**src/verilog/fcs_pkg.sv**
```systemverilog
// Package for the flash command and status block: register map,
// command codes, status bit layout and the structs that carry grouped
// signals. Assumes a 32-bit register port with byte addresses.
package fcs_pkg;

   localparam logic [7:0] ADDR_MODE = 8'h00;
   localparam logic [7:0] ADDR_CMD = 8'h04;
   localparam logic [7:0] ADDR_STATUS = 8'h08;
   localparam logic [7:0] ADDR_RESULT = 8'h0c;

   localparam logic [31:0] MODE_RESET = 32'h0400_0000;
   localparam logic [31:0] MODE_WMASK = 32'h0501_0f01;
   localparam int MODE_IRQ_EN_BIT = 0;
   localparam int MODE_WS_LSB = 8;
   localparam int WS_W = 4;

   localparam int CODE_LSB = 0;
   localparam int ARG_LSB = 8;
   localparam int KEY_LSB = 24;
   localparam int CODE_W = 8;
   localparam int ARG_W = 16;
   localparam logic [7:0] KEY_VALUE = 8'h5a;

   localparam int ST_READY_BIT = 0;
   localparam int ST_CMDERR_BIT = 1;
   localparam int ST_LOCKERR_BIT = 2;
   localparam int ST_VERIFY_BIT = 3;
   localparam int ST_ECC_LSB = 16;

   localparam logic [7:0] CMD_FETCH_INFO = 8'h00;
   localparam logic [7:0] CMD_PROG_PAGE = 8'h01;
   localparam logic [7:0] CMD_PROG_LOCK = 8'h02;
   localparam logic [7:0] CMD_CLR_PROG = 8'h03;
   localparam logic [7:0] CMD_CLR_PROG_LOCK = 8'h04;
   localparam logic [7:0] CMD_WIPE_ALL = 8'h05;
   localparam logic [7:0] CMD_HOLE = 8'h06;
   localparam logic [7:0] CMD_ERASE_GROUP = 8'h07;
   localparam logic [7:0] CMD_LOCK = 8'h08;
   localparam logic [7:0] CMD_UNLOCK = 8'h09;
   localparam logic [7:0] CMD_QUERY_LOCK = 8'h0a;
   localparam logic [7:0] CMD_SET_BOOT = 8'h0b;
   localparam logic [7:0] CMD_CLR_BOOT = 8'h0c;
   localparam logic [7:0] CMD_QUERY_BOOT = 8'h0d;
   localparam logic [7:0] CMD_BEGIN_ID = 8'h0e;
   localparam logic [7:0] CMD_END_ID = 8'h0f;
   localparam logic [7:0] CMD_QUERY_CALIB = 8'h10;
   localparam logic [7:0] CMD_ERASE_SECTOR = 8'h11;
   localparam logic [7:0] CMD_PROG_SIG = 8'h12;
   localparam logic [7:0] CMD_WIPE_SIG = 8'h13;
   localparam logic [7:0] CMD_BEGIN_SIG = 8'h14;
   localparam logic [7:0] CMD_END_SIG = 8'h15;

   localparam int GROUP_BASE_LOG2 = 2;
   localparam logic [15:0] GROUP_BASE = 16'h0004;

   typedef struct packed {
      logic [7:0] code;
      logic [15:0] page;
      logic [15:0] count;
   } fcs_array_req_t;

   typedef struct packed {
      logic multi_hi;
      logic single_hi;
      logic multi_lo;
      logic single_lo;
   } fcs_ecc_evt_t;

endpackage

```
**src/verilog/fcs_lock_bits.sv**
```systemverilog
// Region lock bit store for the flash command block.
// Assumes set and clear come from the sequencer on the same clock.
`timescale 1ns/100ps
module fcs_lock_bits #(
   parameter int NREG = 64,
   parameter int IDX_W = 6
) (
   input wire logic i_core_clk,
   input wire logic i_sys_rst,
   input wire logic i_set,
   input wire logic i_clr,
   input wire logic [IDX_W-1:0] i_idx,
   output logic [NREG-1:0] o_bits
);

   logic [NREG-1:0] bits_ff;

   // Lock state is volatile here; a real array would reload it at boot.
   always_ff @(posedge i_core_clk or posedge i_sys_rst) begin
      if (i_sys_rst) begin
         bits_ff <= '0;
      end else if (i_set) begin
         bits_ff[i_idx] <= 1'b1;
      end else if (i_clr) begin
         bits_ff[i_idx] <= 1'b0;
      end
   end

   assign o_bits = bits_ff;

endmodule

```
**src/verilog/fcs_ecc_flags.sv**
```systemverilog
// Sticky ECC error flags for the two halves of the read data word.
// Assumes event pulses arrive on the core clock from the read path.
`timescale 1ns/100ps
module fcs_ecc_flags (
   input wire logic i_core_clk,
   input wire logic i_sys_rst,
   input wire fcs_pkg::fcs_ecc_evt_t i_evt,
   input wire logic i_clear,
   output fcs_pkg::fcs_ecc_evt_t o_flags
);
   import fcs_pkg::*;

   fcs_ecc_evt_t flags_ff;

   // An error seen in the same cycle as the status read survives it.
   always_ff @(posedge i_core_clk or posedge i_sys_rst) begin
      if (i_sys_rst) begin
         flags_ff <= '0;
      end else begin
         flags_ff <= i_evt | (i_clear ? '0 : flags_ff);
      end
   end

   assign o_flags = flags_ff;

endmodule

```
**src/verilog/fcs_core.sv**
```systemverilog
// Flash command sequencer: key-checked command word, status word,
// mode word and result word on a plain register port.
// Assumes the flash array and read path run on the core clock.
//
// Added by the designer: the register addresses and the address-and-strobe port.
`timescale 1ns/100ps

// Operation
// - Codes 01 to 04 decode the four page program forms.
// - Codes 08, 09, 0A set, clear, read a region lock bit.
// - Codes 0B, 0C, 0D set, clear, read a boot option bit.
// - Code 0E enters, 0F leaves identifier read mode.
// - Codes 12, 13 program, wipe signature; 14, 15 start, stop reading.
// - Erase group: argument bits 1:0 pick four to thirty-two pages.
// - Only key 5A lets a command write take effect.
// - Status bit 0 is one when idle, zero while busy.
// - Interrupt asserts while ready and ready interrupt enabled.
// - Bad code or key sets bit 1; read or command write clears.
// - Locked-region hit sets bit 2; read or command write clears.
// - Verify failure sets bit 3; next programming start clears it.
// - Bits 16 and 18 hold single ECC errors until status read.
// - Bits 17 and 19 hold multiple ECC errors until status read.
// - Query results appear in result word, one word per read.
// - Mode bit 0 enables the ready interrupt.
module fcs_core #(
   parameter int NREG = 64,
   parameter int REG_W = 6,
   parameter int PAGE_REG_LOG2 = 7,
   parameter int NBOOT = 8,
   parameter logic [31:0] INFO_ID = 32'h0000_0a5c,
   parameter logic [31:0] INFO_SIZE = 32'h0010_0000,
   parameter logic [31:0] INFO_PAGE = 32'h0000_0200,
   parameter logic [31:0] CALIB_BITS = 32'h0000_0000
) (
   input wire logic i_core_clk,
   input wire logic i_sys_rst,
   input wire logic [7:0] i_addr,
   input wire logic [31:0] i_wdata,
   input wire logic i_wr,
   input wire logic i_rd,
   output logic [31:0] o_rdata,
   output logic o_irq,
   output fcs_pkg::fcs_array_req_t o_array_req,
   output logic o_array_start,
   input wire logic i_array_done,
   input wire logic i_array_verify_fail,
   input wire fcs_pkg::fcs_ecc_evt_t i_ecc,
   output logic o_id_mode,
   output logic o_sig_mode,
   output logic [NBOOT-1:0] o_boot_bits,
   output logic [fcs_pkg::WS_W-1:0] o_wait_states
);
   import fcs_pkg::*;

   typedef enum logic [1:0] {S_IDLE, S_CHECK, S_WAIT} fcs_state_t;

   localparam int LOCK_WORDS = (NREG + 31) / 32;
   localparam int INFO_WORDS = 4;

   fcs_state_t state_ff;
   logic [31:0] mode_ff;
   logic [7:0] code_ff;
   logic [ARG_W-1:0] arg_ff;
   logic cmd_err_ff;
   logic lock_err_ff;
   logic verify_err_ff;
   logic id_mode_ff;
   logic sig_mode_ff;
   logic [NBOOT-1:0] boot_ff;
   logic [7:0] res_kind_ff;
   logic [3:0] res_idx_ff;
   logic [31:0] rdata_ff;
   logic irq_ff;
   logic start_ff;
   fcs_array_req_t req_ff;
   logic [WS_W-1:0] ws_ff;

   logic [NREG-1:0] lock_bits;
   fcs_ecc_evt_t ecc_flags;

   logic wr_mode;
   logic wr_cmd;
   logic rd_status;
   logic rd_result;
   logic key_ok;
   logic [7:0] wr_code;
   logic accept;
   logic bad_cmd;
   logic idle;
   logic [15:0] grp_count;
   logic [15:0] grp_start;
   logic [15:0] tgt_first;
   logic [15:0] tgt_last;
   logic tgt_locked;
   logic is_array;
   logic lock_set;
   logic lock_clr;
   logic [REG_W-1:0] lock_idx;
   logic lock_err_set;
   logic [31:0] status_word;
   logic [31:0] nxt_rdata;

   function automatic logic code_valid(input logic [7:0] c);
      return (c <= CMD_END_SIG) && (c != CMD_HOLE);
   endfunction

   function automatic logic code_array(input logic [7:0] c);
      return (c >= CMD_PROG_PAGE && c <= CMD_WIPE_ALL) ||
             c == CMD_ERASE_GROUP || c == CMD_ERASE_SECTOR ||
             c == CMD_PROG_SIG || c == CMD_WIPE_SIG;
   endfunction

   function automatic logic [REG_W-1:0] region_of(input logic [15:0] p);
      logic [15:0] r;
      r = p >> PAGE_REG_LOG2;
      return r[REG_W-1:0];
   endfunction

   assign idle = (state_ff == S_IDLE);
   assign wr_mode = i_wr && i_addr == ADDR_MODE;
   assign wr_cmd = i_wr && i_addr == ADDR_CMD;
   assign rd_status = i_rd && i_addr == ADDR_STATUS;
   assign rd_result = i_rd && i_addr == ADDR_RESULT;
   assign key_ok = i_wdata[KEY_LSB +: 8] == KEY_VALUE;
   assign wr_code = i_wdata[CODE_LSB +: CODE_W];
   // A command written while busy is dropped; software must poll ready.
   assign accept = wr_cmd && key_ok && code_valid(wr_code) && idle;
   assign bad_cmd = wr_cmd && !(key_ok && code_valid(wr_code));

   // The group base is four pages; each count step doubles it.
   assign grp_count = GROUP_BASE << arg_ff[1:0];
   assign grp_start = {arg_ff[ARG_W-1:GROUP_BASE_LOG2],
                       {GROUP_BASE_LOG2{1'b0}}};

   always_comb begin
      tgt_first = arg_ff;
      tgt_last = arg_ff;
      if (code_ff == CMD_ERASE_GROUP) begin
         tgt_first = grp_start;
         tgt_last = 16'(grp_start + grp_count - 16'h0001);
      end
   end

   assign is_array = code_array(code_ff);

   always_comb begin
      case (code_ff)
         CMD_WIPE_ALL: tgt_locked = |lock_bits;
         CMD_PROG_SIG, CMD_WIPE_SIG: tgt_locked = 1'b0;
         default: tgt_locked = lock_bits[region_of(tgt_first)] ||
                               lock_bits[region_of(tgt_last)];
      endcase
   end

   assign lock_err_set = state_ff == S_CHECK && is_array && tgt_locked;

   always_comb begin
      lock_set = 1'b0;
      lock_clr = 1'b0;
      lock_idx = region_of(arg_ff);
      if (state_ff == S_CHECK) begin
         lock_set = code_ff == CMD_LOCK;
         lock_clr = code_ff == CMD_UNLOCK;
      end else if (state_ff == S_WAIT && i_array_done) begin
         lock_set = code_ff == CMD_PROG_LOCK ||
                    code_ff == CMD_CLR_PROG_LOCK;
      end
   end

   fcs_lock_bits #(
      .NREG(NREG),
      .IDX_W(REG_W)
   ) u_lock (
      .i_core_clk(i_core_clk),
      .i_sys_rst(i_sys_rst),
      .i_set(lock_set),
      .i_clr(lock_clr),
      .i_idx(lock_idx),
      .o_bits(lock_bits)
   );

   fcs_ecc_flags u_ecc (
      .i_core_clk(i_core_clk),
      .i_sys_rst(i_sys_rst),
      .i_evt(i_ecc),
      .i_clear(rd_status),
      .o_flags(ecc_flags)
   );

   // Sequencer.
   always_ff @(posedge i_core_clk or posedge i_sys_rst) begin
      if (i_sys_rst) begin
         state_ff <= S_IDLE;
         code_ff <= 8'h00;
         arg_ff <= 16'h0000;
      end else begin
         case (state_ff)
            S_IDLE: begin
               if (accept) begin
                  state_ff <= S_CHECK;
                  code_ff <= wr_code;
                  arg_ff <= i_wdata[ARG_LSB +: ARG_W];
               end
            end
            S_CHECK: begin
               state_ff <= (is_array && !tgt_locked) ? S_WAIT : S_IDLE;
            end
            S_WAIT: begin
               if (i_array_done) begin
                  state_ff <= S_IDLE;
               end
            end
            default: state_ff <= S_IDLE;
         endcase
      end
   end

   // Array request, one pulse per unlocked program or erase.
   always_ff @(posedge i_core_clk or posedge i_sys_rst) begin
      if (i_sys_rst) begin
         start_ff <= 1'b0;
         req_ff <= '0;
      end else begin
         start_ff <= state_ff == S_CHECK && is_array && !tgt_locked;
         if (state_ff == S_CHECK) begin
            req_ff.code <= code_ff;
            req_ff.page <= tgt_first;
            req_ff.count <= (code_ff == CMD_ERASE_GROUP) ?
                            grp_count : 16'h0001;
         end
      end
   end

   // Error flags; a new error in the clearing cycle wins.
   always_ff @(posedge i_core_clk or posedge i_sys_rst) begin
      if (i_sys_rst) begin
         cmd_err_ff <= 1'b0;
         lock_err_ff <= 1'b0;
         verify_err_ff <= 1'b0;
      end else begin
         if (bad_cmd) begin
            cmd_err_ff <= 1'b1;
         end else if (rd_status || wr_cmd) begin
            cmd_err_ff <= 1'b0;
         end
         if (lock_err_set) begin
            lock_err_ff <= 1'b1;
         end else if (rd_status || wr_cmd) begin
            lock_err_ff <= 1'b0;
         end
         if (state_ff == S_WAIT && i_array_done && i_array_verify_fail) begin
            verify_err_ff <= 1'b1;
         end else if (start_ff) begin
            verify_err_ff <= 1'b0;
         end
      end
   end

   // Boot options and read modes.
   always_ff @(posedge i_core_clk or posedge i_sys_rst) begin
      if (i_sys_rst) begin
         boot_ff <= '0;
         id_mode_ff <= 1'b0;
         sig_mode_ff <= 1'b0;
      end else if (state_ff == S_CHECK) begin
         // An index beyond the implemented bits is silently ignored.
         if (arg_ff < 16'(NBOOT)) begin
            if (code_ff == CMD_SET_BOOT) begin
               boot_ff[arg_ff[$clog2(NBOOT)-1:0]] <= 1'b1;
            end else if (code_ff == CMD_CLR_BOOT) begin
               boot_ff[arg_ff[$clog2(NBOOT)-1:0]] <= 1'b0;
            end
         end
         if (code_ff == CMD_BEGIN_ID) begin
            id_mode_ff <= 1'b1;
         end else if (code_ff == CMD_END_ID) begin
            id_mode_ff <= 1'b0;
         end
         if (code_ff == CMD_BEGIN_SIG) begin
            sig_mode_ff <= 1'b1;
         end else if (code_ff == CMD_END_SIG) begin
            sig_mode_ff <= 1'b0;
         end
      end
   end

   // Result selection: a query restarts the word index at zero.
   always_ff @(posedge i_core_clk or posedge i_sys_rst) begin
      if (i_sys_rst) begin
         res_kind_ff <= CMD_HOLE;
         res_idx_ff <= 4'h0;
      end else if (state_ff == S_CHECK && (code_ff == CMD_FETCH_INFO ||
               code_ff == CMD_QUERY_LOCK || code_ff == CMD_QUERY_BOOT ||
               code_ff == CMD_QUERY_CALIB)) begin
         res_kind_ff <= code_ff;
         res_idx_ff <= 4'h0;
      end else if (rd_result && res_idx_ff != 4'hf) begin
         res_idx_ff <= res_idx_ff + 4'h1;
      end
   end

   function automatic logic [31:0] result_word(input logic [7:0] k,
                                               input logic [3:0] i);
      logic [NREG+31:0] padded;
      padded = {32'h0000_0000, lock_bits};
      result_word = 32'h0000_0000;
      case (k)
         CMD_FETCH_INFO: begin
            case (i)
               4'h0: result_word = INFO_ID;
               4'h1: result_word = INFO_SIZE;
               4'h2: result_word = INFO_PAGE;
               4'h3: result_word = 32'(NREG);
               default: result_word = 32'h0000_0000;
            endcase
         end
         CMD_QUERY_LOCK: begin
            if (int'(i) < LOCK_WORDS) begin
               result_word = padded[32*i +: 32];
            end
         end
         CMD_QUERY_BOOT: begin
            if (i == 4'h0) begin
               result_word = 32'(boot_ff);
            end
         end
         CMD_QUERY_CALIB: begin
            if (i == 4'h0) begin
               result_word = CALIB_BITS;
            end
         end
         default: result_word = 32'h0000_0000;
      endcase
   endfunction

   always_comb begin
      status_word = 32'h0000_0000;
      status_word[ST_READY_BIT] = idle;
      status_word[ST_CMDERR_BIT] = cmd_err_ff;
      status_word[ST_LOCKERR_BIT] = lock_err_ff;
      status_word[ST_VERIFY_BIT] = verify_err_ff;
      status_word[ST_ECC_LSB +: 4] = ecc_flags;
   end

   always_comb begin
      nxt_rdata = 32'h0000_0000;
      if (i_rd) begin
         case (i_addr)
            ADDR_MODE: nxt_rdata = mode_ff;
            ADDR_STATUS: nxt_rdata = status_word;
            ADDR_RESULT: nxt_rdata = result_word(res_kind_ff, res_idx_ff);
            default: nxt_rdata = 32'h0000_0000;
         endcase
      end
   end

   // Register port, mode word and interrupt.
   always_ff @(posedge i_core_clk or posedge i_sys_rst) begin
      if (i_sys_rst) begin
         mode_ff <= MODE_RESET;
         rdata_ff <= 32'h0000_0000;
         irq_ff <= 1'b0;
         ws_ff <= '0;
      end else begin
         if (wr_mode) begin
            mode_ff <= i_wdata & MODE_WMASK;
         end
         rdata_ff <= nxt_rdata;
         ws_ff <= mode_ff[MODE_WS_LSB +: WS_W];
         irq_ff <= idle && mode_ff[MODE_IRQ_EN_BIT];
      end
   end

   assign o_rdata = rdata_ff;
   assign o_irq = irq_ff;
   assign o_array_start = start_ff;
   assign o_array_req = req_ff;
   assign o_id_mode = id_mode_ff;
   assign o_sig_mode = sig_mode_ff;
   assign o_boot_bits = boot_ff;
   assign o_wait_states = ws_ff;

   bad_key_a: assert property (
      @(posedge i_core_clk) disable iff (i_sys_rst)
      wr_cmd && !key_ok |=> cmd_err_ff && $stable(state_ff))
      else $error("bad key did not flag or changed state");
   ready_busy_a: assert property (@(posedge i_core_clk)
      disable iff (i_sys_rst)
      accept |=> !status_word[ST_READY_BIT])
      else $error("ready bit not cleared after accepted command");
   irq_level_a: assert property (@(posedge i_core_clk)
      disable iff (i_sys_rst)
      ##1 o_irq == $past(idle && mode_ff[MODE_IRQ_EN_BIT]))
      else $error("interrupt does not follow ready and enable");
   bad_code_a: assert property (@(posedge i_core_clk)
      disable iff (i_sys_rst)
      wr_cmd && key_ok && !code_valid(wr_code) |=>
         cmd_err_ff && idle ##1 !o_array_start)
      else $error("unassigned code not flagged or started work");
   lock_err_a: assert property (@(posedge i_core_clk)
      disable iff (i_sys_rst)
      lock_err_set |=> lock_err_ff && !o_array_start)
      else $error("locked region hit not flagged or array started");
   verify_clr_a: assert property (@(posedge i_core_clk)
      disable iff (i_sys_rst)
      o_array_start |=> !verify_err_ff)
      else $error("verify flag not cleared at programming start");
   group_count_a: assert property (@(posedge i_core_clk)
      disable iff (i_sys_rst)
      state_ff == S_CHECK && code_ff == CMD_ERASE_GROUP && !tgt_locked
      |=> o_array_start && o_array_req.count ==
          (GROUP_BASE << $past(arg_ff[1:0])))
      else $error("erase group count wrong");
   status_clear_a: assert property (@(posedge i_core_clk)
      disable iff (i_sys_rst)
      rd_status && !bad_cmd && !lock_err_set && i_ecc == '0
      |=> !cmd_err_ff && !lock_err_ff && ecc_flags == '0)
      else $error("status read did not clear flags");
   ecc_sticky_a: assert property (@(posedge i_core_clk)
      disable iff (i_sys_rst)
      i_ecc.single_lo ##1 !rd_status |=> ecc_flags.single_lo)
      else $error("single ecc flag lost before status read");
   lock_prog_a: assert property (@(posedge i_core_clk)
      disable iff (i_sys_rst)
      state_ff == S_WAIT && i_array_done && code_ff == CMD_PROG_LOCK
      |=> lock_bits[region_of($past(arg_ff))])
      else $error("program and lock left region unlocked");

endmodule

```
**config.mk**
```make
export PLATFORM = sky130hd
export DESIGN_NAME = fcs_core
export DESIGN_NICKNAME = d
export VERILOG_FILES = /design/src/verilog/fcs_pkg.sv /design/src/verilog/fcs_lock_bits.sv /design/src/verilog/fcs_ecc_flags.sv /design/src/verilog/fcs_core.sv
export SDC_FILE = /design/constraint.sdc
export NUM_CORES = 1
export LEC_CHECK = 0
export ABC_AREA = 1
export ABC_CLOCK_PERIOD_IN_PS = 6600
export BUFFER_PORTS_ARGS = -buffer_cell sky130_fd_sc_hd__buf_4
export CORE_ASPECT_RATIO = 1.5
export CORE_MARGIN = 2
export CORE_UTILIZATION = 36
export CTS_BUF_LIST = sky130_fd_sc_hd__clkbuf_8 sky130_fd_sc_hd__clkbuf_16
export DETAILED_ROUTE_END_ITERATION = 7
export GPL_TIMING_DRIVEN = 0
export HOLD_SLACK_MARGIN = 0.12
export PLACE_DENSITY = 0.59
export SKIP_LAST_GASP = 1
export SLEW_MARGIN = 20
export SYNTH_ARGS = -nofsm -noshare
export SYNTH_HDL_FRONTEND = slang
export SYNTH_SLANG_ARGS = --single-unit
```
**constraint.sdc**
```tcl
create_clock -name i_core_clk -period 6.6 [get_ports i_core_clk]
set_clock_uncertainty 0.15 [all_clocks]
set_input_delay 0.33 -clock i_core_clk [delete_from_list [all_inputs] [get_ports i_core_clk]]
set_output_delay 0.33 -clock i_core_clk [all_outputs]
set_load 0.03 [all_outputs]
```
# ---- Word-level counts from Yosys, hierarchy flattened
# Cells that the tools add are included.
dict set report totals {
  regBits 205
  latchBits 0
  mem_bits_rw 0
  mem_bits_ro 0
  out_inout_bits 88
  mem_count 0
}
dict set report classes {
  add_sub_neg 3
  mul 0
  div_mod_pow 0
  n_lt_le_gt_ge 11
  n_eq_ne 33
  shifts 2
  muxes 41
  bitwise_logic 7
  reduce_logical 54
}
# cell count
set ops {}
lappend ops {{case mux 32 bit (3 select lines)} 2}
lappend ops {{2-to-1 mux 64 bit} 2}
lappend ops {{equality test 8 x 4 -> 1 bit (second input constant)} 12}
lappend ops {{variable part select 96 x 10 -> 32 bit} 1}
lappend ops {{case mux 21 bit (4 select lines)} 1}
lappend ops {{bitwise AND 64 bit} 1}
lappend ops {{2-to-1 mux 32 bit} 2}
lappend ops {{inverter 64 bit} 1}
lappend ops {{bitwise OR 64 bit} 1}
lappend ops {{OR reduction 64 bit} 1}
lappend ops {{equality test 8 x 5 -> 1 bit (second input constant)} 6}
lappend ops {{equality test 8 x 3 -> 1 bit (second input constant)} 4}
lappend ops {{zero test 8 bit} 3}
lappend ops {{2-to-1 mux 8 bit} 3}
lappend ops {{logical AND 1 bit} 22}
lappend ops {{< comparator 6 x 7 -> 1 bit (second input constant)} 3}
lappend ops {{< comparator 16 x 4 -> 1 bit (second input constant)} 1}
lappend ops {{2-to-1 mux 1 bit} 16}
lappend ops {{2-to-1 mux 16 bit} 1}
lappend ops {{nonzero test 2 bit} 8}
lappend ops {{left shift 3 x 2 -> 16 bit (first input constant)} 1}
lappend ops {{adder 13 bit} 1}
lappend ops {{2-to-1 mux 13 bit} 1}
lappend ops {{subtractor 13 x 1 -> 13 bit (second input constant)} 1}
lappend ops {{35 further kinds} 56}

# ---- Logic depth before layout (Yosys ltp)
dict set report logic_depth {
  ltp_word 12
  ltp_mapped 30
}

# ---- Modules after synthesis
# From an unflattened synthesis, not the netlist that was laid out.
dict set report hier_totals {
  hier_cells 1497
  area_unflattened_um2 10943.0
}
# mod instances cells_each area_each_um2 seq_area_each_um2
set modules_own_cells {}
lappend modules_own_cells {fcs_core 1 1086 7762.4 3156.8}
lappend modules_own_cells {fcs_lock_bits 1 393 3027.9 1601.5}
lappend modules_own_cells {fcs_ecc_flags 1 18 152.6 100.1}

# ---- Worst setup path after synthesis
# Ideal clock, no wire load.
dict set report synth_path {
  kind {register -> register}
  startpoint {register arg_ff[7]}
  endpoint {register lock_err_ff}
  arrival_time_ns 2.825
  required_ns 6.333
  path_slack_ns 3.508
  path_stages_with_launch 26
  n_path_buf 2
  period_less_slack_ns 3.092
  cell_sequence {dfrtp_1 -> clkbuf_1 -> inv_1 -> buf_1 -> ha_1 -> inv_1 -> nand2_1 -> o21a_1 -> nand2_1 -> nand2_1 -> nand2_1 -> nand2_1 -> nand2_1 -> nand2_1 -> nand2_2 -> inv_1 -> nand3_1 -> nand3_1 -> nand3_1 -> nand2_1 -> nand2_1 -> nand3_1 -> nand2_1 -> nand2_1 -> nand2_1 -> nand2_1}
}
dict set report synth_via {
  elab_chain_cells 9
  elab_cells_between_ends 12
}
# item line_no
set synth_rtl {}
lappend synth_rtl {{from (decl)} fcs_core.sv:63} ;# logic [ARG_W-1:0] arg_ff;
lappend synth_rtl {{from (signal assigned)} fcs_core.sv:202} ;# arg_ff <= i_wdata[ARG_LSB +: ARG_W];
lappend synth_rtl {{adder 13 bit} fcs_core.sv:140} ;# tgt_last = 16'(grp_start + grp_count - 16'h0001);
lappend synth_rtl {{subtractor 13 x 1 -> 13 bit} fcs_core.sv:140}
lappend synth_rtl {{2-to-1 mux 13 bit} fcs_core.sv:138} ;# if (code_ff == CMD_ERASE_GROUP) begin
lappend synth_rtl {{binary-select mux 1 bit (select 6 bit)} fcs_core.sv:151} ;# lock_bits[region_of(tgt_last)];
lappend synth_rtl {{2-to-1 mux 1 bit (implied by the code)} fcs_core.sv:151}
lappend synth_rtl {{logical OR 1 bit (*)} fcs_core.sv:150} ;# default: tgt_locked = lock_bits[region_of(tgt_first)] ||
lappend synth_rtl {{case mux 1 bit (2 select lines) (*)} fcs_core.sv:147} ;# case (code_ff)
lappend synth_rtl {{logical AND 1 bit (*)} fcs_core.sv:155} ;# assign lock_err_set = state_ff == S_CHECK && is_array && tgt_locked;
lappend synth_rtl {{2-to-1 mux 1 bit or nonzero test 2 bit (tied branches)} --}
lappend synth_rtl {{to (signal assigned)} fcs_core.sv:238} ;# lock_err_ff <= 1'b0;
lappend synth_rtl {{to (signal assigned)} fcs_core.sv:247} ;# lock_err_ff <= 1'b1;
lappend synth_rtl {{to (signal assigned)} fcs_core.sv:249} ;# lock_err_ff <= 1'b0;
lappend synth_rtl {{to (decl)} fcs_core.sv:65} ;# logic lock_err_ff;
# Mark *: on every way between the ends. The rest lies on a longest branch, timed or not. The select of a mux whose other input is x is not followed.
# A chain may end at the register's enable or synchronous reset.

# ---- Final worst setup path
# Ends and elaborated chain as after synthesis.

==> out/qor.csv <==
metric,value,unit
clock sink count,194,
Max Cap Viol,0,
Max Slew Vio Count,0,
antenna violations before repair,0,
Max Clock Freq,0.2181,GHz
WL final,38.82,mm
async set-reset flop share out of synthesis,1.000,
CP endpoint kind,register,
Row Count,77,
share of cells above drive strength 1,0.1396,
Seq cells post-synth,194,
CTS tree,yes,
final setup fails,0,
GR Util met3,0.03126,
layout net count,1667,
GP Congestion,0.9940,
measured slew at the worst slew-check pin,1.097,ns
Most Crowded Layer GR,met2,
Congestion Overflow GR,0,
total CTS buffers,17,
CP required,6.80,ns
Synth Flop Type,dfrtp_1,
largest net degree at the start of global routing,101,
Final period util,0.6948,
dpl hpwl,29.30,mm
synthesized area,10640,sq um
drt pass-1 iters,5,
clock root buffer,clkbuf_16,
Final Cell Area,13110,sq um
Total Power,2.450,mW
Slew Limit Headroom,0.2632,
unrepaired setup endpoints after global routing,no,
global-route wire length before repair,58.91,mm
"commonest cells after routing, fill and taps aside","nand2_1 (405), dfrtp_1 (191), inv_1 (158)",
DRC,0,
Leak,6.816,nW
clk_lat worst skew,0.47,ns
data arrival time at the worst-slack endpoint,4.79,ns
"commonest non-fill, non-tap cell in the layout",nand2_1,
largest area contributor in the netlist,dfrtp_1,
vias in the first global route,10140,
synth warn,0,
sequential area share after synthesis,0.4567,
die area,30970,sq um
Max clock buf depth,2,
crit path time final,4.586,ns
synthesized area per cell,7.588,sq um
Die Ht,214.5,um
Cell variety after synth,49,
CP max FO,11,
Peak VDD IR,0.1928,mV
Die Wd,144.4,um
met1 GRT Util,0.2888,
vias per cell,5.133,
I/O pins,138,
I/O Buffers,126,
Worst-path clk slew,0.08,ns
Via Count,10266,
cell count after synthesis,1402,
initial core utilization,0.3632,
Iter 0 DRT Violations,603,
post-route ant nets,0,
ranking of synthesized cells by area,"dfrtp_1 (45%), nand2_1 (14%), inv_1 (5.6%), o21ai_0 (5.6%), nor2_1 (4.5%)",
GR Util All Layers,0.2561,
area grow syn2layout,23.23,%
top-area cell type share of the netlist area,0.4493,
H-Tree Depth,4,
Post-DP Area,12150,sq um
antenna diode count,0,
WL/cell,19.41,um
status,"finished, final reports clean",
Hold Path Class,in2reg,
critical path class,reg2reg,
"Hold Violations, Final",0,
Post-synth EDFFs,0,
met2 usage,0.4529,
type of origin of the critical path,register,
core area,29290,sq um
Power per Cell Area,186.9,nW/um^2
layer usage:
metal  share of wire  wire length, um
met5               0                0
met4           0.058             2249
met3           0.040             1562
met2            0.53            20530
met1            0.37            14480
synthesized netlist by cell type (4+ instances only):
library cell    n
o21ai_0       118
o22ai_1         8
nand2_2         6
o21bai_1        4
a221oi_1        9
nor4_1         20
nand4_1        15
nand3_1        75
mux2_2         17
nand2_4         4
buf_4          13
dfrtp_1       191
ha_1           25
a21oi_1        95
clkbuf_1       33
buf_2           5
nor2_1        128
buf_1           4
o211ai_1        7
inv_1         159
nor3_1         13
nand2_1       405
path summary, 6_finish.rpt:
kind                                          from                         end  slack (ns)  depth (start not counted)
setup reg to reg             arg_ff[7]$_DFFE_PP0P_     lock_err_ff$_DFFE_PP0P_        2.01                         25
max in group asynchronous                i_sys_rst                   async pin        4.96                          4
setup / recovery             arg_ff[7]$_DFFE_PP0P_     lock_err_ff$_DFFE_PP0P_        2.01                         25
min in group asynchronous                i_sys_rst             o_irq$_DFF_PP0_        0.38                          3
hold / removal                           i_addr[0]        o_rdata[0]$_DFF_PP0_        0.15                          6
hold reg to reg            mode_ff[10]$_DFFE_PP0P_  o_wait_states[2]$_DFF_PP0_        0.26                          0
power breakdown:
part	internal [mW]	switching [mW]	leakage, nW	total (mW)
Sequential	1.19	0.00567	2.30	1.20
Clock	0.578	0.538	0.298	1.12
Combinational	0.0537	0.0805	4.22	0.134
final cells by class:
type / count / area (sq um)
clock inverters: 15 / 192.7
plain buffers: 60 / 315.3
multi-input cells: 994 / 4881
inverters: 164 / 628.1
clock buffers: 17 / 425.4
well taps: 395 / 494.2
repair buffers: 161 / 1314
flip-flops and latches: 194 / 4858
fillers: 3085 / 16180
what timing repair did:
action	CTS	global route
gates resized for setup	0	0
hold buffers	34	0
endpoints found under the setup margin	0	0
setup buffers	0	0
endpoints found under the hold margin	130	0
worst max-delay path: stages, from the launching register on:
cell      delay, ns
dfrtp_1        0.40
clkbuf_1       0.30
inv_1          0.32
buf_1          0.66
ha_1           0.41
inv_1          0.13
nand2_1        0.08
nor2_1         0.09
nand3b_1       0.10
nand2_1        0.10
nand2_1        0.05
nand3_1        0.09
nand2_2        0.16
inv_2          0.20
buf_4          0.22
nand3_1        0.10
nand3_1        0.10
nand3_1        0.08
nand3_1        0.08
nand2_1        0.08
nand2_1        0.06
nand3_1        0.12
nand2_1        0.11
nand2_1        0.05
nand2_1        0.17
nand2_1        0.07
stage by stage:
stage	setup TNS [ns]	worst slack (ns)	hold slack, ns	utilization	std cells
floorplan	0	0.8411	0.2190	-	1412
global placement	-304.63	-1.621	0.2453	0.4137	1933
detailed placement	0	2.092	0.2450	0.4149	1934
CTS	0	2.068	0.1328	0.4476	2000
global route	0	1.630	0.1720	0.4476	2000
finish	0	2.014	0.1507	0.4476	2000
cells by family after synthesis:
family                     synth area share
other                             0.0003525
AOI/OAI and AO/OA                    0.1342
DFF                                  0.4567
and+or+nand+nor                      0.2717
muxes                               0.01800
xor gates and xnor gates           0.001647
buffers and inverters               0.08798
adders and majority gates           0.02940
Power figures use the tool's default switching activity.
